<file path="src/verilog/crd_pkg.sv">
// Constants, field layout and types of the control-register decoder.
// Assumes a 50 MHz clock and 24-bit frames delivered whole by the host port.
package crd_pkg;
	// Frame layout, bit positions within the 24-bit word
	localparam int FRM_W = 24;
	localparam int FRM_RW = 23;
	localparam int FRM_DEV_HI = 22;
	localparam int FRM_DEV_LO = 21;
	localparam int FRM_RSEL_HI = 20;
	localparam int FRM_RSEL_LO = 18;
	localparam int FRM_CH_HI = 17;
	localparam int FRM_CH_LO = 16;
	localparam int FRM_CSEL_HI = 15;
	localparam int FRM_CSEL_LO = 13;
	localparam int PAY_W = 13;
	localparam logic [2:0] REGSEL_CTRL = 3'h7;
	localparam logic FRM_WRITE = 1'h0;

	// Control-select codes
	typedef enum logic [2:0] {
		CSEL_SLEW = 3'h0,
		CSEL_MAIN = 3'h1,
		CSEL_CHAN = 3'h2,
		CSEL_BOOST = 3'h3,
		CSEL_SOFT = 3'h4
	} crd_csel_e;

	// Main control payload positions
	localparam int MC_POL = 12;
	localparam int MC_STAT = 11;
	localparam int MC_WDEN = 10;
	localparam int MC_WD_HI = 9;
	localparam int MC_WD_LO = 8;
	localparam int MC_SHORT = 6;
	localparam int MC_ALLOUT = 5;
	localparam int MC_ALLBOOST = 4;

	typedef struct packed {
		logic disabled_output_polarity;
		logic status_on_write_enable;
		logic watchdog_enable_bit;
		logic [1:0] timeout_select;
		logic short_limit_select;
		logic all_outputs_on;
		logic all_boost_on;
	} crd_main_control_s;

	localparam crd_main_control_s MAIN_CONTROL_RST = 8'h00;

	// Watchdog timeouts
	localparam int unsigned CLK_KHZ = 50000;
	localparam int unsigned WD_MS_0 = 5;
	localparam int unsigned WD_MS_1 = 10;
	localparam int unsigned WD_MS_2 = 100;
	localparam int unsigned WD_MS_3 = 200;
	localparam int WDC_W = 24;
	localparam int NCH = 4;
endpackage

</file>
<file path="src/verilog/crd_frame_if.sv">
// Decoded fields of one received frame, passed decoder to register bank.
// Assumes the decoder drives all fields combinationally from the frame.
interface crd_frame_if;
	import crd_pkg::*;
	logic hit;
	logic [1:0] ch;
	crd_csel_e csel;
	logic [PAY_W-1:0] payload;
	modport dec (output hit, ch, csel, payload);
	modport use_side (input hit, ch, csel, payload);
endinterface

</file>
<file path="src/verilog/crd_frame_decode.sv">
// Splits a 24-bit frame and qualifies it as a control-register write.
// Assumes the frame and its valid strobe are synchronous to the clock.
module crd_frame_decode
	import crd_pkg::*;
(
	input wire logic i_vld,
	input wire logic [FRM_W-1:0] i_frame,
	input wire logic [1:0] i_dev_addr,
	crd_frame_if.dec o_dec
);
	always_comb begin
		o_dec.hit = i_vld
			&& i_frame[FRM_RW] == FRM_WRITE
			&& i_frame[FRM_RSEL_HI:FRM_RSEL_LO] == REGSEL_CTRL
			&& i_frame[FRM_DEV_HI:FRM_DEV_LO] == i_dev_addr;
		o_dec.ch = i_frame[FRM_CH_HI:FRM_CH_LO];
		o_dec.csel = crd_csel_e'(i_frame[FRM_CSEL_HI:FRM_CSEL_LO]);
		o_dec.payload = i_frame[PAY_W-1:0];
	end
endmodule

</file>
<file path="src/verilog/crd_main_ctrl.sv">
// Control-register decoder and shared main control register.
// Assumes whole frames arrive with a one-cycle valid from the serial port,
// and per-channel enables come from the channel control registers.

// Summary of operation
// Control access only when register-select bits D20:D18 are 111.
// D23 R/W, D22:21 address, D17:16 channel, D15:13 select, D12:0 data.
// Select 000 slew, 001 main, 010 channel, 011 boost, 100 software.
// Slew and channel registers per channel; main, boost, software shared.
// Main fields at D12, D11, D10, D9:D8, D6, D5, D4; rest ignored.
// Polarity bit 0 drives disabled outputs to the pin's level.
// Polarity bit 1 drives disabled outputs to the pin's opposite level.
// Status readback during writes only when its bit is 1; default off.
// Watchdog runs only while its enable bit is 1; resets off.
// Timeout select 00/01/10/11 gives 5, 10, 100, 200 ms.
// Short-circuit limit 16 mA when bit 0, 8 mA when bit 1.
// All-output enable turns on all four channel outputs together.
// Host must not mix all-output enable with per-channel output enables.
// All-boost enable powers all four boost converters together.
// Host disables every output before powering boost converters down; the host model sequences only the all-output and all-boost bits.
// Host must not mix all-boost enable with per-channel boost enables.
// Channel bits 00..11 pick A..D; ignored for shared registers.
// All main control fields clear to zero on reset.
// Frames with a non-matching device address are ignored.
module crd_main_ctrl
	import crd_pkg::*;
#(
	parameter logic [WDC_W-1:0] P_WD_CYC_0 = WDC_W'(WD_MS_0 * CLK_KHZ),
	parameter logic [WDC_W-1:0] P_WD_CYC_1 = WDC_W'(WD_MS_1 * CLK_KHZ),
	parameter logic [WDC_W-1:0] P_WD_CYC_2 = WDC_W'(WD_MS_2 * CLK_KHZ),
	parameter logic [WDC_W-1:0] P_WD_CYC_3 = WDC_W'(WD_MS_3 * CLK_KHZ)
)
(
	input wire logic i_clk,
	input wire logic i_rstn,
	input wire logic i_frame_vld,
	input wire logic [FRM_W-1:0] i_frame,
	input wire logic [1:0] i_dev_addr,
	input wire logic i_pol_pin,
	input wire logic [NCH-1:0] i_channel_output_on,
	input wire logic [NCH-1:0] i_channel_boost_on,
	output logic [PAY_W-1:0] o_payload,
	output logic [NCH-1:0] o_slew_wr,
	output logic [NCH-1:0] o_chan_wr,
	output logic o_boost_wr,
	output logic o_soft_wr,
	output logic [PAY_W-1:0] o_main_control,
	output logic o_disabled_level,
	output logic o_status_on_write,
	output logic o_wd_run,
	output logic [WDC_W-1:0] o_wd_timeout_cyc,
	output logic o_short_limit_8ma,
	output logic [NCH-1:0] o_vout_en,
	output logic [NCH-1:0] o_boost_en
);
	typedef struct packed {
		crd_main_control_s mc;
		logic [PAY_W-1:0] payload;
		logic [NCH-1:0] slew_wr;
		logic [NCH-1:0] chan_wr;
		logic boost_wr;
		logic soft_wr;
		logic dis_level;
		logic [WDC_W-1:0] wd_cyc;
		logic [NCH-1:0] vout_en;
		logic [NCH-1:0] boost_en;
	} crd_state_s;

	localparam crd_state_s STATE_RST = '0;

	function automatic logic [NCH-1:0] crd_onehot(input logic [1:0] ch);
		crd_onehot = NCH'(1) << ch;
	endfunction

	function automatic logic [WDC_W-1:0] crd_timeout(input logic [1:0] sel);
		unique case (sel)
			2'h0: crd_timeout = P_WD_CYC_0;
			2'h1: crd_timeout = P_WD_CYC_1;
			2'h2: crd_timeout = P_WD_CYC_2;
			2'h3: crd_timeout = P_WD_CYC_3;
		endcase
	endfunction

	// Reset released through two flops so release is glitch-free
	logic rst_meta_r;
	logic rstn_r;

	always_ff @(posedge i_clk or negedge i_rstn) begin
		if (!i_rstn) begin
			rst_meta_r <= 1'h0;
			rstn_r <= 1'h0;
		end else begin
			rst_meta_r <= 1'h1;
			rstn_r <= rst_meta_r;
		end
	end

	crd_frame_if dec_if ();

	crd_frame_decode u_dec (
		.i_vld(i_frame_vld),
		.i_frame(i_frame),
		.i_dev_addr(i_dev_addr),
		.o_dec(dec_if.dec)
	);

	crd_state_s st_r;
	crd_state_s st_nxt;

	always_comb begin
		st_nxt = st_r;
		st_nxt.slew_wr = '0;
		st_nxt.chan_wr = '0;
		st_nxt.boost_wr = 1'h0;
		st_nxt.soft_wr = 1'h0;
		if (dec_if.hit) begin
			st_nxt.payload = dec_if.payload;
			unique case (dec_if.csel)
				CSEL_SLEW: st_nxt.slew_wr = crd_onehot(dec_if.ch);
				CSEL_CHAN: st_nxt.chan_wr = crd_onehot(dec_if.ch);
				CSEL_BOOST: st_nxt.boost_wr = 1'h1;
				CSEL_SOFT: st_nxt.soft_wr = 1'h1;
				CSEL_MAIN: begin
					// Channel bits and D7, D3:D0 are dropped here
					st_nxt.mc.disabled_output_polarity =
						dec_if.payload[MC_POL];
					st_nxt.mc.status_on_write_enable =
						dec_if.payload[MC_STAT];
					st_nxt.mc.watchdog_enable_bit = dec_if.payload[MC_WDEN];
					st_nxt.mc.timeout_select =
						dec_if.payload[MC_WD_HI:MC_WD_LO];
					st_nxt.mc.short_limit_select = dec_if.payload[MC_SHORT];
					st_nxt.mc.all_outputs_on = dec_if.payload[MC_ALLOUT];
					st_nxt.mc.all_boost_on = dec_if.payload[MC_ALLBOOST];
				end
				// Undefined select codes write nothing
				default: st_nxt.payload = st_r.payload;
			endcase
		end
		st_nxt.dis_level =
			i_pol_pin ^ st_r.mc.disabled_output_polarity;
		st_nxt.wd_cyc = crd_timeout(st_r.mc.timeout_select);
		// Gang enable ORs with channel enables; mixing them is host misuse
		st_nxt.vout_en = i_channel_output_on
			| {NCH{st_r.mc.all_outputs_on}};
		st_nxt.boost_en = i_channel_boost_on
			| {NCH{st_r.mc.all_boost_on}};
	end

	always_ff @(posedge i_clk or negedge rstn_r) begin
		if (!rstn_r) begin
			st_r <= STATE_RST;
		end else begin
			st_r <= st_nxt;
		end
	end

	assign o_payload = st_r.payload;
	assign o_slew_wr = st_r.slew_wr;
	assign o_chan_wr = st_r.chan_wr;
	assign o_boost_wr = st_r.boost_wr;
	assign o_soft_wr = st_r.soft_wr;
	assign o_main_control = {st_r.mc.disabled_output_polarity,
		st_r.mc.status_on_write_enable, st_r.mc.watchdog_enable_bit,
		st_r.mc.timeout_select, 1'h0, st_r.mc.short_limit_select,
		st_r.mc.all_outputs_on, st_r.mc.all_boost_on, 4'h0};
	assign o_disabled_level = st_r.dis_level;
	assign o_status_on_write = st_r.mc.status_on_write_enable;
	assign o_wd_run = st_r.mc.watchdog_enable_bit;
	assign o_wd_timeout_cyc = st_r.wd_cyc;
	assign o_short_limit_8ma = st_r.mc.short_limit_select;
	assign o_vout_en = st_r.vout_en;
	assign o_boost_en = st_r.boost_en;

	logic main_hit;
	logic addr_ok;
	assign main_hit = dec_if.hit && dec_if.csel == CSEL_MAIN;
	assign addr_ok = i_frame[FRM_DEV_HI:FRM_DEV_LO] == i_dev_addr;
endmodule

</file>
<file path="config.mk">
export PLATFORM = sky130hd
export DESIGN_NAME = crd_main_ctrl
export DESIGN_NICKNAME = d
export VERILOG_FILES = /design/src/verilog/crd_pkg.sv /design/src/verilog/crd_frame_if.sv /design/src/verilog/crd_frame_decode.sv /design/src/verilog/crd_main_ctrl.sv
export SDC_FILE = /design/constraint.sdc
export NUM_CORES = 1
export LEC_CHECK = 0
export ABC_AREA = 0
export BUFFER_PORTS_ARGS = -buffer_cell sky130_fd_sc_hd__buf_2
export CORE_ASPECT_RATIO = 1.4
export CORE_MARGIN = 5
export CORE_UTILIZATION = 47
export DETAILED_ROUTE_END_ITERATION = 10
export PLACE_DENSITY = 0.88
export SLEW_MARGIN = 0
export SYNTH_ARGS = -nofsm -noshare
export SYNTH_HDL_FRONTEND = slang
export SYNTH_HIERARCHICAL = 1
export SYNTH_SLANG_ARGS = --single-unit
</file>
<file path="constraint.sdc">
create_clock -name i_clk -period 1.9 [get_ports i_clk]
set_input_delay 0.285 -clock i_clk [delete_from_list [all_inputs] [get_ports i_clk]]
set_output_delay 0.285 -clock i_clk [all_outputs]
set_load 0.05 [all_outputs]
</file>
==> results.toml <==
[power]
seq_power_share = 0.541
p_total_mw = 2.14
intPower_mw = 1.50
netSwitchingFraction = 0.302
p_leak_nw = 1.42
power_switching_uw = 647
powerDensity_nw_per_um2 = 752
power_frac_comb = 0.170
vdd_ir_drop_max_v = 0.000301
pwr-share-clk = 0.289

[global_routing]
grt_pass1_vias = 1653
grt_usage = 0.145
grt_max_degree = 29
grt_pass1_wl_um = 7730
antenna_found_initial = 0
overflow = 0

[logic_synthesis]
synthSimpleGateAreaFrac = 0.140
yosysWarnings = 6
synth.distinct_cells = 26
synth_compound_gate_area_share = 0.0830
ys_seq_area_frac = 0.533
synth_top_family_by_area = "buffers and inverters"
syn_inst = 210
avgSynthCellArea_um2 = 11.6
synth_area_um2 = 2440
synth_seq_cells = 52
muxShareOfSynthArea = 0.0492
synthXorXnorAreaFrac = 0.0108
synthAdderAreaFrac = 0.0256

[clocking]
numCtsBuffers = 5
cts_setup_buffers = 0
cts.sinks = 52
clk_latency_ns = 0.30
clock_path_buffers = 2
cts_tree = "yes"
post_cts_resize_count = 0
clk_pin_slew_worst_paths_ns = 0.09
root_buffer = "clkbuf_8"
htree_levels = 2

[final_layout]
syn_to_final_growth_pct = 16.6
nNetsFinal = 323
stdcell_count = 347
num-fill-cells = 456
drive_above_1_share = 0.477
antenna_cells = 0

[detailed_routing]
routed_via_density = 4.66
drtIter0Drc = 34
wl_um = 4760
antenna_left = 0
wire_per_inst_um = 13.7
drc = 0
vias = 1617
drt_pass1_iterations = 4

[run]
cap_violations = 0

[timing]
fin_crit_sh = 0.730
hold_viol_final = 0
setup_tns_ns = 0
slew_viol_final = 0
whs_ns = 0.157
max_freq_mhz = 721
grt_setup_unrepaired = "false"
period_minus_slack_ns = 1.39
setup_viol = 0
finClkSkew_ns = 0.00370

[setup_path]
cp.arrival_ns = 1.58
end_kind = "register"
critPathKind = "in -> reg"
r2r-end = "o_wd_timeout_cyc[17]"
reg2reg_slack_ns = 0.70
critPathLaunchType = "input pin"
cp.required_ns = 2.09
endpoint = "o_status_on_write"
crit_start = "i_frame[23]"
r2r_start = "o_main_control[8]"
crit_fanout = 8
rr_worst_depth = 3

[placement]
portBuffers = 99
gp_congestion = 0.719
dpl.cell_count = 338
dp_hpwl_um = 3720

[floorplan]
die_area_um2 = 6760
die_x_um = 70.9
core_um2 = 5120
rows = 31
ios = 110
dieHeight_um = 95.3
start_util = 0.477

[status]
status = "finished, final reports clean"

[worst_hold_path]
hp-class = "in -> reg"
==> registers in the layout, summed over array words and instances (netlist names), 4 cells and up <==
signal            count
o_vout_en             4
o_payload            13
o_chan_wr             4
o_wd_timeout_cyc     10
o_main_control        5
o_boost_en            4
o_slew_wr             4
==> Yosys cell counts <==
cell type / instances / share of area
nand2_1: 15 / 0.023
dfrtp_1: 52 / 0.53
buf_1: 1 / 0.0015
mux2_4: 8 / 0.049
buf_6: 2 / 0.0092
nor2_1: 8 / 0.012
buf_2: 4 / 0.0082
conb_1: 2 / 0.0031
buf_4: 41 / 0.13
nand2b_1: 15 / 0.038
nand2b_4: 1 / 0.0056
and4b_1: 1 / 0.0041
o211ai_1: 26 / 0.080
or2_2: 10 / 0.026
nor4_2: 1 / 0.0051
xor2_1: 3 / 0.011
o21a_1: 1 / 0.0031
ha_1: 5 / 0.026
nand4bb_1: 1 / 0.0046
inv_1: 4 / 0.0061
nor3_1: 2 / 0.0041
clkbuf_1: 3 / 0.0046
or4b_4: 1 / 0.0056
nor3_2: 1 / 0.0041
and4bb_1: 1 / 0.0051
nand3_1: 1 / 0.0020
==> routing by layer <==
| metal | up-vias | part of all wire | wire length (um) | global-route usage |
|---|---|---|---|---|
| met5 | - | 0 | 0 | 0 |
| met4 | 0 | 0.013 | 61 | 0.0564 |
| li1 | 782 | - | - | - |
| met3 | 4 | 0.067 | 319 | 0.0274 |
| met1 | 776 | 0.37 | 1750 | 0.161 |
| met2 | 55 | 0.55 | 2630 | 0.272 |
==> metrics by stage <==
| stage | setup WS (ns) | utilization | area, um2 |
|---|---|---|---|
| 2_1_floorplan | 0.345 | - | 2480 |
| 3_3_place_gp | 0.208 | 0.537 | 2750 |
| 3_5_place_dp | 0.189 | 0.537 | 2750 |
| 4_1_cts | 0.517 | 0.556 | 2850 |
| 5_1_grt | 0.480 | 0.556 | 2850 |
| 6_report | 0.514 | 0.556 | 2850 |
==> worst max-delay path: stages <==
cell and delay, ns:
buf_2 0.10, nand2b_4 0.13, nor4_4 0.33, and4bb_1 0.29, buf_12 0.15, mux2_4 0.29
==> cells in the final DEF (no fill, tap or decap), types with 2 or more instances in the layout <==
master    netlist  final
nor3_1          2      2
nand2b_1       15     15
mux2_4          8      8
o211ai_1       26     26
ha_1            5      5
xor2_1          3      3
buf_4          41      4
clkbuf_8        0      5
inv_1           4      4
dfrtp_1        52     51
or2_2          10     10
nor2_1          8      8
buf_2           4     99
conb_1          2     11
nand2_1        15     15
==> worst min path at each step <==
stage | start | endpoint | slack, ns | cells after the start
2_1_floorplan | i_rstn | rst_meta_r | -0.01 | 0
3_3_place_gp | i_rstn | rst_meta_r | 0.07 | 1
3_5_place_dp | i_rstn | rst_meta_r | 0.08 | 1
4_1_cts | i_pol_pin | o_disabled_level | 0.15 | 2
5_1_grt | i_channel_output_on[1] | o_vout_en[1] | 0.15 | 2
6_report | i_pol_pin | o_disabled_level | 0.16 | 2
==> logic make-up after synthesis <==
family,after synthesis
multiplexers,8
XOR/XNOR,3
buffers and inverters,55
AO/OA/AOI/OAI,27
flip-flops,52
other,2
adder cells (fa/ha/maj),5
AND/OR/NAND/NOR,58
==> area by class of cell <==
class,instances,area [um2],share of cell area
multi-input combinational,112,803,0.282
clock buffer,6,72.6,0.0255
inverter,4,15.0,0.00527
timing repair buffer,105,556,0.195
sequential,52,1300,0.457
clock inverter,2,16.3,0.00571
tap,66,82.6,0.0290
==> timing repair <==
item,in CTS,in global routing
endpoints found under the setup margin,0,0
hold buffers,1,0
endpoints found under the hold margin,2,0
==> power by group through the flow <==
stage	Sequential [mW]	Clock, mW	Combinational, mW
6_report	1.16	0.619	0.365
5_1_grt	1.17	0.687	0.388
4_1_cts	1.16	0.634	0.368
3_5_place_dp	1.18	0	0.366
3_3_place_gp	1.18	0	0.361
2_1_floorplan	1.29	0	0.209
No activity file was read; power rests on OpenSTA's default activity.
